$ cat src/rtl/bhl_pkg.sv
package bhl_pkg;

    // -------------------------------------------------------------------------
    // Instruction field positions.
    // -------------------------------------------------------------------------
    localparam int DST_LSB      = 23;
    localparam int BASE_LSB     = 18;
    localparam int OFS_LSB      = 13;
    localparam int MODE_LSB     = 9;
    localparam int RSV_BIT      = 8;
    localparam int Y_BIT        = 7;
    localparam int OP_LSB       = 4;
    localparam int FMT_BIT      = 3;
    localparam int FMT2_BIT     = 2;
    localparam int S_BIT        = 1;
    localparam int LCST_LSB     = 8;

    // -------------------------------------------------------------------------
    // Load type field encodings.
    // -------------------------------------------------------------------------
    localparam logic [2:0] OP_SBYTE = 3'h2;
    localparam logic [2:0] OP_UBYTE = 3'h1;
    localparam logic [2:0] OP_SHALF = 3'h4;
    localparam logic [2:0] OP_UHALF = 3'h0;
    localparam logic [2:0] OP_WORD  = 3'h6;

    // -------------------------------------------------------------------------
    // Addressing mode field encodings.
    // -------------------------------------------------------------------------
    localparam logic [3:0] MD_NEG_CST  = 4'h0;
    localparam logic [3:0] MD_POS_CST  = 4'h1;
    localparam logic [3:0] MD_NEG_REG  = 4'h4;
    localparam logic [3:0] MD_POS_REG  = 4'h5;
    localparam logic [3:0] MD_PREDEC_C = 4'h8;
    localparam logic [3:0] MD_PREINC_C = 4'h9;
    localparam logic [3:0] MD_PSTDEC_C = 4'ha;
    localparam logic [3:0] MD_PSTINC_C = 4'hb;
    localparam logic [3:0] MD_PREDEC_R = 4'hc;
    localparam logic [3:0] MD_PREINC_R = 4'hd;
    localparam logic [3:0] MD_PSTDEC_R = 4'he;
    localparam logic [3:0] MD_PSTINC_R = 4'hf;

    // -------------------------------------------------------------------------
    // Pipeline timing and fixed bases.
    // -------------------------------------------------------------------------
    localparam int          LOAD_DELAY_SLOTS = 4;
    localparam logic [4:0]  LONG_BASE_LO     = 5'h0e;
    localparam logic [4:0]  LONG_BASE_HI     = 5'h0f;
    localparam logic [4:0]  CIRC_REG_LO      = 5'h04;
    localparam logic [4:0]  CIRC_REG_HI      = 5'h07;
    localparam logic [31:0] RST_WORD         = 32'h0000_0000;

endpackage

$ cat src/rtl/bhl_wb_if.sv
`timescale 1ns/1ps
// Carries one load's control word into the delay pipe.
interface bhl_wb_if;
    logic        valid;
    logic        file_b;
    logic [4:0]  dst;
    logic [2:0]  op;
    logic [1:0]  lane;

    modport src (output valid, output file_b, output dst, output op, output lane);
    modport dly (input valid, input file_b, input dst, input op, input lane);
endinterface

$ cat src/rtl/bhl_delay_pipe.sv
`timescale 1ns/1ps
// Delays the load control word so the destination write lands in E5.
module bhl_delay_pipe
    import bhl_pkg::*;
#(
    parameter int DEPTH = LOAD_DELAY_SLOTS
)
(
    input  wire logic i_clk,
    input  wire logic i_resetn,
    bhl_wb_if.dly     in_if,
    output logic      o_valid,
    output logic      o_file_b,
    output logic [4:0] o_dst,
    output logic [2:0] o_op,
    output logic [1:0] o_lane
);

    // Elaboration check: the pipe needs one stage at least.
    if (DEPTH < 1)
    begin
        $error("DEPTH must be at least one");
    end

    // Valid, file, index, type and lane: 1 + 1 + 5 + 3 + 2 bits.
    typedef logic [11:0] bhl_word_t;

    bhl_word_t pipe_reg [DEPTH];
    bhl_word_t pipe_next [DEPTH];

    // -------------------------------------------------------------------------
    // Shift stage contents one step per clock.
    // -------------------------------------------------------------------------
    always_comb
    begin
        pipe_next[0] = {in_if.valid, in_if.file_b, in_if.dst, in_if.op, in_if.lane};
        for (int i = 1; i < DEPTH; i++)
        begin
            pipe_next[i] = pipe_reg[i-1];
        end
    end

    // Registers the stages; reset clears the whole word of every stage.
    always_ff @(posedge i_clk)
    begin
        for (int i = 0; i < DEPTH; i++)
        begin
            if (!i_resetn)
            begin
                pipe_reg[i] <= '0;
            end
            else
            begin
                pipe_reg[i] <= pipe_next[i];
            end
        end
    end

    assign o_valid  = pipe_reg[DEPTH-1][11];
    assign o_file_b = pipe_reg[DEPTH-1][10];
    assign o_dst    = pipe_reg[DEPTH-1][9:5];
    assign o_op     = pipe_reg[DEPTH-1][4:2];
    assign o_lane   = pipe_reg[DEPTH-1][1:0];

endmodule

$ cat src/rtl/bhl_load_unit.sv
`timescale 1ns/1ps
// Summary of operation
// - Side bit picks data unit and file
// - Offset from register or 5-bit immediate
// - Byte offset is not shifted
// - Halfword offset shifted left by one
// - Pre and offset modes address computed value
// - Post modes address original base, write back
// - Circular arithmetic for enabled A4-A7/B4-B7
// - Type 010 signed byte, 001 unsigned
// - Type 100 signed half, 000 unsigned
// - Byte fills low 8, extend upper 24
// - Halfword fills low 16, extend upper
// - Destination bit selects file A or B
// - Long form base B14/B15, second unit
// - Long form adds only, linear arithmetic
// - Base update E1, data write E5
// - Word offset shifted by two, full width
module bhl_load_unit
    import bhl_pkg::*;
#(
    parameter int DW = 32
)
(
    input  wire logic        i_clk,
    input  wire logic        i_resetn,
    input  wire logic        i_issue,
    input  wire logic [31:0] i_instr,
    input  wire logic        i_pred_true,
    input  wire logic [31:0] i_a_rd_base,
    input  wire logic [31:0] i_a_rd_ofs,
    input  wire logic [31:0] i_b_rd_base,
    input  wire logic [31:0] i_b_rd_ofs,
    input  wire logic [15:0] i_circ_mode,
    input  wire logic [4:0]  i_circ_blk_a,
    input  wire logic [4:0]  i_circ_blk_b,
    input  wire logic [31:0] i_mem_rdata,
    output logic [4:0]       o_a_rd_base_idx,
    output logic [4:0]       o_a_rd_ofs_idx,
    output logic [4:0]       o_b_rd_base_idx,
    output logic [4:0]       o_b_rd_ofs_idx,
    output logic             o_mem_req,
    output logic [31:0]      o_mem_addr,
    output logic             o_mem_unit_b,
    output logic             o_base_we,
    output logic             o_base_file_b,
    output logic [4:0]       o_base_idx,
    output logic [31:0]      o_base_wdata,
    output logic             o_dst_we,
    output logic             o_dst_file_b,
    output logic [4:0]       o_dst_idx,
    output logic [31:0]      o_dst_wdata
);

    // Elaboration checks on the widths the logic is built for.
    if (DW != 32)
    begin
        $error("DW must be 32");
    end

    // The pipe holds one stage less than the load delay, so it needs two slots.
    if (LOAD_DELAY_SLOTS < 2)
    begin
        $error("LOAD_DELAY_SLOTS must be at least two");
    end

    // -------------------------------------------------------------------------
    // Field extraction and decode.
    // -------------------------------------------------------------------------
    logic        long_form;
    logic        side_b;
    logic [2:0]  op;
    logic [3:0]  mode;
    logic [4:0]  base_idx;
    logic [4:0]  ofs_idx;
    logic [4:0]  dst_idx;
    logic        known_op;
    logic        is_load;
    logic [1:0]  shamt;

    // Returns the offset scaling for a load type.
    function automatic logic [1:0] scale_of(input logic [2:0] t);
        case (t)
            OP_SBYTE, OP_UBYTE : scale_of = 2'h0;
            OP_SHALF, OP_UHALF : scale_of = 2'h1;
            default            : scale_of = 2'h2;
        endcase
    endfunction

    // Tells whether a load type is served; the long form has no word load here.
    function automatic logic op_known(input logic [2:0] t, input logic lng);
        case (t)
            OP_SBYTE, OP_UBYTE : op_known = 1'b1;
            OP_SHALF, OP_UHALF : op_known = 1'b1;
            OP_WORD            : op_known = !lng;
            default            : op_known = 1'b0;
        endcase
    endfunction

    // Circular update of base within a block of 2^(n+1) bytes.
    function automatic logic [31:0] circ(input logic [31:0] b, input logic [31:0] r,
                                         input logic [4:0] n);
        logic [31:0] msk;
        msk  = (32'h0000_0002 << n) - 32'h0000_0001;
        circ = (b & ~msk) | (r & msk);
    endfunction

    // The long form is marked by both low format bits set.
    assign long_form = i_instr[FMT_BIT] & i_instr[FMT2_BIT];
    assign op        = i_instr[OP_LSB +: 3];
    assign mode      = i_instr[MODE_LSB +: 4];
    assign dst_idx   = i_instr[DST_LSB +: 5];
    assign ofs_idx   = i_instr[OFS_LSB +: 5];
    // Both load forms carry a one in the second format bit.
    assign is_load   = i_instr[FMT2_BIT];
    // Store types share the encoding space and are refused here.
    assign known_op  = op_known(op, long_form);
    // Offset scaling follows the access size.
    assign shamt     = scale_of(op);

    // Long form always runs on the second unit with B14 or B15.
    always_comb
    begin
        if (long_form)
        begin
            side_b   = 1'b1;
            base_idx = i_instr[Y_BIT] ? LONG_BASE_HI : LONG_BASE_LO;
        end
        else
        begin
            side_b   = i_instr[Y_BIT];
            base_idx = i_instr[BASE_LSB +: 5];
        end
    end

    // -------------------------------------------------------------------------
    // Register-file read ports for E1 operands.
    // -------------------------------------------------------------------------
    // Both sides see the same indices; only the executing side's data is used.
    assign o_a_rd_base_idx = base_idx;
    assign o_a_rd_ofs_idx  = ofs_idx;
    assign o_b_rd_base_idx = base_idx;
    assign o_b_rd_ofs_idx  = ofs_idx;

    // -------------------------------------------------------------------------
    // Address generation in E1.
    // -------------------------------------------------------------------------
    logic [31:0] base_val;
    logic [31:0] ofs_raw;
    logic [31:0] ofs_scaled;
    logic [31:0] calc;
    logic [31:0] linres;
    logic        sub;
    logic        post;
    logic        modify;
    logic        circ_en;
    logic [1:0]  circ_fld;
    logic [4:0]  blk;
    logic        fire;

    // Computes base, offset and the modified address for E1.
    always_comb
    begin
        base_val = side_b ? i_b_rd_base : i_a_rd_base;
        if (long_form)
        begin
            ofs_raw = {17'h00000, i_instr[LCST_LSB +: 15]};
        end
        else if (mode[2])
        begin
            ofs_raw = side_b ? i_b_rd_ofs : i_a_rd_ofs;
        end
        else
        begin
            ofs_raw = {27'h0000000, ofs_idx};
        end
        // Scales the offset by the access size.
        ofs_scaled = ofs_raw << shamt;
        // Bit 0 of the mode means add; long form never subtracts.
        sub    = long_form ? 1'b0 : !mode[0];
        post   = !long_form && mode[3] && mode[1];
        modify = !long_form && mode[3];
        // Linear sum or difference of base and scaled offset.
        linres = sub ? base_val - ofs_scaled : base_val + ofs_scaled;
        // Circular mode only for registers 4..7 of the short form.
        circ_fld = i_circ_mode[{side_b, base_idx[1:0], 1'b0} +: 2];
        // Field 10 takes block size B; 01 and 11 take block size A.
        blk      = (circ_fld == 2'h2) ? i_circ_blk_b : i_circ_blk_a;
        circ_en  = !long_form && (base_idx >= CIRC_REG_LO) && (base_idx <= CIRC_REG_HI)
                   && (circ_fld != 2'h0);
        calc     = circ_en ? circ(base_val, linres, blk) : linres;
    end

    // False predicate, unknown type or other format makes the slot a no-operation.
    assign fire = i_issue && i_pred_true && known_op && is_load;

    // Memory request leaves in E1; post modes address the unmodified base.
    assign o_mem_req     = fire;
    assign o_mem_addr    = post ? base_val : calc;
    assign o_mem_unit_b  = side_b;

    // Base write-back lands in E1 with no delay slot, on the executing side.
    assign o_base_we     = fire && modify;
    assign o_base_file_b = side_b;
    assign o_base_idx    = base_idx;
    assign o_base_wdata  = calc;

    // -------------------------------------------------------------------------
    // Destination write pipe to E5.
    // -------------------------------------------------------------------------
    bhl_wb_if wb_if ();
    logic        d_valid;
    logic        d_file_b;
    logic [4:0]  d_dst;
    logic [2:0]  d_op;
    logic [1:0]  d_lane;

    // Control word for the write that lands four slots later.
    assign wb_if.valid  = fire;
    assign wb_if.file_b = i_instr[S_BIT];
    assign wb_if.dst    = dst_idx;
    assign wb_if.op     = op;
    assign wb_if.lane   = o_mem_addr[1:0];

    bhl_delay_pipe #(
        .DEPTH (LOAD_DELAY_SLOTS - 1)
    ) u_pipe (
        .i_clk    (i_clk),
        .i_resetn (i_resetn),
        .in_if    (wb_if),
        .o_valid  (d_valid),
        .o_file_b (d_file_b),
        .o_dst    (d_dst),
        .o_op     (d_op),
        .o_lane   (d_lane)
    );

    // Picks and extends the loaded lane.
    function automatic logic [31:0] extend(input logic [2:0] t, input logic [1:0] ln,
                                           input logic [31:0] w);
        logic [7:0]  b;
        logic [15:0] h;
        b = w[{ln, 3'h0} +: 8];
        h = w[{ln[1], 4'h0} +: 16];
        case (t)
            OP_SBYTE : extend = {{24{b[7]}}, b};
            OP_UBYTE : extend = {24'h000000, b};
            OP_SHALF : extend = {{16{h[15]}}, h};
            OP_UHALF : extend = {16'h0000, h};
            default  : extend = w;
        endcase
    endfunction

    logic        we_reg;
    logic        we_next;
    logic        fb_reg;
    logic        fb_next;
    logic [4:0]  idx_reg;
    logic [4:0]  idx_next;
    logic [31:0] data_reg;
    logic [31:0] data_next;

    // Final stage captures memory data into the E5 write.
    always_comb
    begin
        we_next   = d_valid;
        fb_next   = d_file_b;
        idx_next  = d_dst;
        data_next = d_valid ? extend(d_op, d_lane, i_mem_rdata) : data_reg;
    end

    // Registers the destination write.
    always_ff @(posedge i_clk)
    begin
        if (!i_resetn)
        begin
            we_reg   <= 1'b0;
            fb_reg   <= 1'b0;
            idx_reg  <= 5'h00;
            data_reg <= RST_WORD;
        end
        else
        begin
            we_reg   <= we_next;
            fb_reg   <= fb_next;
            idx_reg  <= idx_next;
            data_reg <= data_next;
        end
    end

    assign o_dst_we     = we_reg;
    assign o_dst_file_b = fb_reg;
    assign o_dst_idx    = idx_reg;
    assign o_dst_wdata  = data_reg;

endmodule

$ cat config.mk
export PLATFORM = sky130hd
export DESIGN_NAME = bhl_load_unit
export DESIGN_NICKNAME = d
export VERILOG_FILES = /design/src/rtl/bhl_pkg.sv /design/src/rtl/bhl_wb_if.sv /design/src/rtl/bhl_delay_pipe.sv /design/src/rtl/bhl_load_unit.sv
export SDC_FILE = /design/constraint.sdc
export NUM_CORES = 1
export LEC_CHECK = 0
export ABC_AREA = 1
export BUFFER_PORTS_ARGS = -buffer_cell sky130_fd_sc_hd__buf_4
export CORE_ASPECT_RATIO = 0.7
export CORE_MARGIN = 2
export CORE_UTILIZATION = 40
export DETAILED_ROUTE_END_ITERATION = 8
export GPL_ROUTABILITY_DRIVEN = 0
export PLACE_DENSITY_LB_ADDON = 0.1
export SLEW_MARGIN = 20
export SYNTH_ARGS = -nofsm -noshare
export SYNTH_HDL_FRONTEND = slang
export SYNTH_SLANG_ARGS = --single-unit
export TNS_END_PERCENT = 1
$ cat constraint.sdc
create_clock -name i_clk -period 6.1 [get_ports i_clk]
set_input_delay 0.915 -clock i_clk [delete_from_list [all_inputs] [get_ports i_clk]]
set_output_delay 0.915 -clock i_clk [all_outputs]
set_load 0.01 [all_outputs]
==> results.md <==
- The total count of hold-check failures in the final report is 0.
- The antenna diode count is 0.
- At the pin with the least slew margin, the transition time is just under 1000 ps.
- The internal portion of the total power is ~1.8 mW.
- The switching power summed over all nets is roughly 1.5 mW.
- Of the total power, the share spent switching nets is 0.455.
- The number of standard cells after synthesis is 1578.
- The cell at the slowest stage of the critical path is ha_1.
- In the finished design, the share of the clock period the worst path needs comes to 0.987.
- The run finished with clean final reports.
- The wire length reported by the detailed router is around 35 mm.
- The floorplan step defined a die boundary enclosing roughly 25000 um2.
- Entering global routing, the biggest net connects roughly 70 pins.
- The count of clock tree sinks is 75.
- The worst setup path is of the input port to output port kind.
- The worst register-to-register path begins at u_pipe.pipe_reg[2][1]$_SDFF_PN0_.
- The post-CTS clock slew at the launch and capture registers of the worst setup and hold paths is 60 ps.
- For this run, the register share of the synthesized area comes to 0.161.
- The register with the most flip-flops in the layout has 36 of them.
- The total instance count after detailed placement is 2233.
- The netlist area before placement is roughly 9300 um2.
- The accumulated negative setup slack is 0 ps.
- Of the total power, the clock network draws 0.156.
- The worst setup path is captured at an output port.
- TritonCTS built the clock tree.
- Once layout is done, the placed cells without fillers occupy 13200 um2.
- The maximum buffer depth of the clock tree is 2.
- The non-filler instance count after layout is between 2000 and 2500.
- The area growth from synthesis to layout is 42.4%.
- The number of nets with antenna violations after routing is 0.
- The number of global-route vias before repair is between 10000 and 15000.
- Headroom to the max-slew limit came out at 0.358.
- The proportion of power drawn by combinational gates is 0.690.
- Buffers inserted during clock tree synthesis total 9.
- Dividing total power by cell area gives a power density of between 200 and 300 nW/um2.
- The deepest level of the CTS H-tree is 3.
- Dividing the detail-routed wire length by the instance count gives 15.6 um.
- In this run the register-to-register setup slack is around 3400 ps.
- Measured along the y axis, the die boundary spans about 130 um.
- The netlist uses 59 different library cells.
- The worst register-to-register path ends at o_dst_wdata[19]$_SDFFE_PN0P_.
- The arrival time at the worst endpoint is 5100 ps.
- The detail-routed via count per cell is ~5.2.
- The total routing usage reported by global routing is 0.271.
- Yosys mapped a number of flops with a built-in enable equal to 0.
- In this run the static leakage power is around 7 nW.
- The tree is rooted in a clkbuf_16.
- Yosys printed 0 warnings.
- The fraction of final layout cells with drive strength greater than 1 is 0.326.
- Summing over every cut layer, the via total after detailed routing is around 12000.
- The first TritonRoute pass finished after 6 iterations.
- The starting DRC count in detailed routing is 1109.
- In this run the cell area measured after placement is 12500 um2.
- The number of top-level pins is 354.
- The initial utilization of the core area, before any placement, comes to 0.409.
- The overflow left after global routing is 0.
- The final count of negative-setup-slack endpoints is 0.
- The max-slew violation total from the final report came to 0.
- The class of the tightest hold or removal check is register to register.
- The total half-perimeter wirelength after legalization and detailed placement is 29.1 mm.
- The first global-routing pass estimated 54.3 mm of wire.
- The core area is 22700 um2.
- The die boundary width is 186 um.
- Clock latency on the worst-skew pair, taken at its later pin, is 340 ps.
- The proportion of register bits with asynchronous set or reset after synthesis is 0.
- The maximum fanout along the worst path is 8.
- Averaged over all synthesized cells, the footprint is slightly below 6 um2.
- The tool flagged a number of max-cap violations equal to 0.
- The startpoint identified for the worst hold timing path is u_pipe.pipe_reg[0][4]$_SDFF_PN0_.
- The power share of the sequential group is 0.154.
- The worst setup path is launched from an input port.
- The peak ir drop on the vdd network is 0.156 mV.
- For this run, the leading register cell type out of synthesis is dfxtp_1.
- The number of placement rows is between 40 and 50.
- For this design, the CTS-stage hold fixing added 0 buffers.
- The routed design could run at a clock period as short as approximately 6000 ps.
- Setup repair after global routing could not meet its margin everywhere.
- For this run, design rule violations remaining after detail routing come to 0.
- The cell depth of the worst flop-to-flop path is 8.
- Once layout is complete, the utilization of the core stands at 0.583.
- Timing would allow up to approximately 170 MHz.
- The largest single stage delay on the critical path is between 300 and 400 ps.
- The number of antenna violations at the first check in global routing is 0.
- The number of nets at the end of the flow is 2202.
- Synthesis produced a netlist with a net count of 1834.
- In this run the worst setup path terminates at o_base_wdata[29].
- The worst setup skew after layout is roughly 4.6 ps.
- The filler cells instantiated in the layout total ~2300.
- Port buffering added 348 buffers.
- The required time at the endpoint of the critical path is 5180 ps.
- In this run the worst setup path begins at i_instr[3].
- Counting flops and latches in the post-synthesis netlist gives 75.
[metrics by stage]
stage,power [mW],hold WS [ps],worst slack [ps]
6_report,3.31,410,80.0
5_1_grt,3.55,428,-238
4_1_cts,3.18,410,-6.80
3_5_place_dp,2.66,397,-110
3_3_place_gp,2.64,392,-31.6
2_1_floorplan,1.74,386,473
[cell families (layout without fill, tap and decap cells)]
kind of cell | Yosys count | in the layout | share of synthesized area
flops | 75 | 75 | 0.161
fa+ha+maj | 34 | 34 | 0.0465
mux | 10 | 10 | 0.0108
compound gates | 340 | 340 | 0.216
buf+inv | 290 | 663 | 0.131
xor+xnor | 60 | 60 | 0.0573
simple gates | 769 | 769 | 0.377
[layout by cell type (no fill, tap or decap), types with 15 or more instances in the layout]
master / synthesis / layout
buf_4: 24 / 435
nand2_1: 399 / 389
inv_1: 188 / 187
nor2_1: 137 / 129
nand3_1: 108 / 105
o21ai_0: 126 / 101
dfxtp_1: 75 / 75
a21oi_1: 88 / 74
o21ai_1: 27 / 40
xnor2_1: 37 / 33
ha_1: 33 / 31
or2_2: 27 / 27
o211ai_1: 26 / 26
nand2_2: 16 / 25
o221ai_1: 30 / 24
xor2_1: 22 / 21
nand4_1: 20 / 20
a21oi_2: 1 / 15
nor2_2: 10 / 15
[power groups by stage]
| stage | registers, mW | logic, mW | clock network (mW) |
|---|---|---|---|
| after floorplan | 0.519 | 1.22 | 0 |
| after global placement | 0.520 | 2.12 | 0 |
| after detailed placement | 0.520 | 2.14 | 0 |
| after CTS | 0.509 | 2.15 | 0.528 |
| after global routing | 0.510 | 2.49 | 0.553 |
| final | 0.509 | 2.29 | 0.517 |
[layout make-up]
type                    count  area, um2  share of cell area
inverters                 205        777              0.0587
multi-input cells        1213       6940               0.524
repair buffers            442       3350               0.253
clock inverters             6       52.6             0.00397
well taps                 312        390              0.0295
flip-flops and latches     75       1500               0.113
clock buffers              10        239              0.0180
[cells in the mapped netlist, types with 2 or more instances]
cell	count	area, um2
a31oi_1	12	75.1
nand2_1	399	1500
xnor2_1	37	324
nor2_2	10	62.6
buf_4	24	180
o221ai_1	30	263
o21ai_1	27	135
and2_1	5	31.3
nor2_8	2	40.0
nand4_1	20	125
a21oi_1	88	440
buf_6	4	45.0
mux2i_1	10	100
nand3_1	108	541
o21ai_0	126	631
a21boi_0	2	15.0
o211ai_1	26	195
nor4_1	2	12.5
o21a_1	8	60.1
or2_2	27	169
nand2_4	11	124
inv_2	15	56.3
ha_1	33	413
nand3b_1	4	30.0
buf_1	5	18.8
dfxtp_1	75	1500
nand2_2	16	100
nor2_1	137	514
nor3_1	9	45.0
a22oi_1	2	15.0
nand3_2	7	70.1
a221oi_1	3	26.3
inv_1	188	706
clkbuf_1	46	173
xor2_1	22	193
nor2_4	7	78.8
buf_2	6	30.0
o32ai_1	4	35.0
[how the worst min path moves through the flow]
stage / slack [ps] / cells past startpoint / endpoint
2_1_floorplan: 390 / 2 / u_pipe.pipe_reg[1][3]$_SDFF_PN0_
3_3_place_gp: 390 / 2 / u_pipe.pipe_reg[2][11]$_SDFF_PN0_
3_5_place_dp: 400 / 2 / o_dst_idx[1]$_SDFF_PN0_
4_1_cts: 410 / 2 / o_dst_idx[0]$_SDFF_PN0_
5_1_grt: 430 / 2 / u_pipe.pipe_reg[1][5]$_SDFF_PN0_
6_report: 410 / 2 / u_pipe.pipe_reg[1][4]$_SDFF_PN0_
[timing repair]
item	CTS	global route
cloned	0	0
resized for setup	4	111
hold endpoints to repair	0	0
endpoints found under the setup margin	6	33
buffers inserted	0	14
pin swaps	1	37
[per-layer routing]
| metal | vias to the layer above | track usage | routed length [um] |
|---|---|---|---|
| met5 | - | 0 | 0 |
| met2 | 542 | 0.413 | 15200 |
| met3 | 46 | 0.0585 | 3310 |
| met4 | 0 | 0.0520 | 616 |
| li1 | 5929 | - | - |
| met1 | 5207 | 0.391 | 16300 |
[worst max-delay path, delay by kind of cell]
| kind | cells | cell delay [ps] |
|---|---|---|
| buffers and inverters | 5 | 450 |
| xor gates and xnor gates | 2 | 450 |
| adders and majority gates | 2 | 540 |
| AOI/OAI and AO/OA | 10 | 1460 |
| and+or+nand+nor | 11 | 1280 |
No activity file was read; power rests on OpenSTA's default activity.
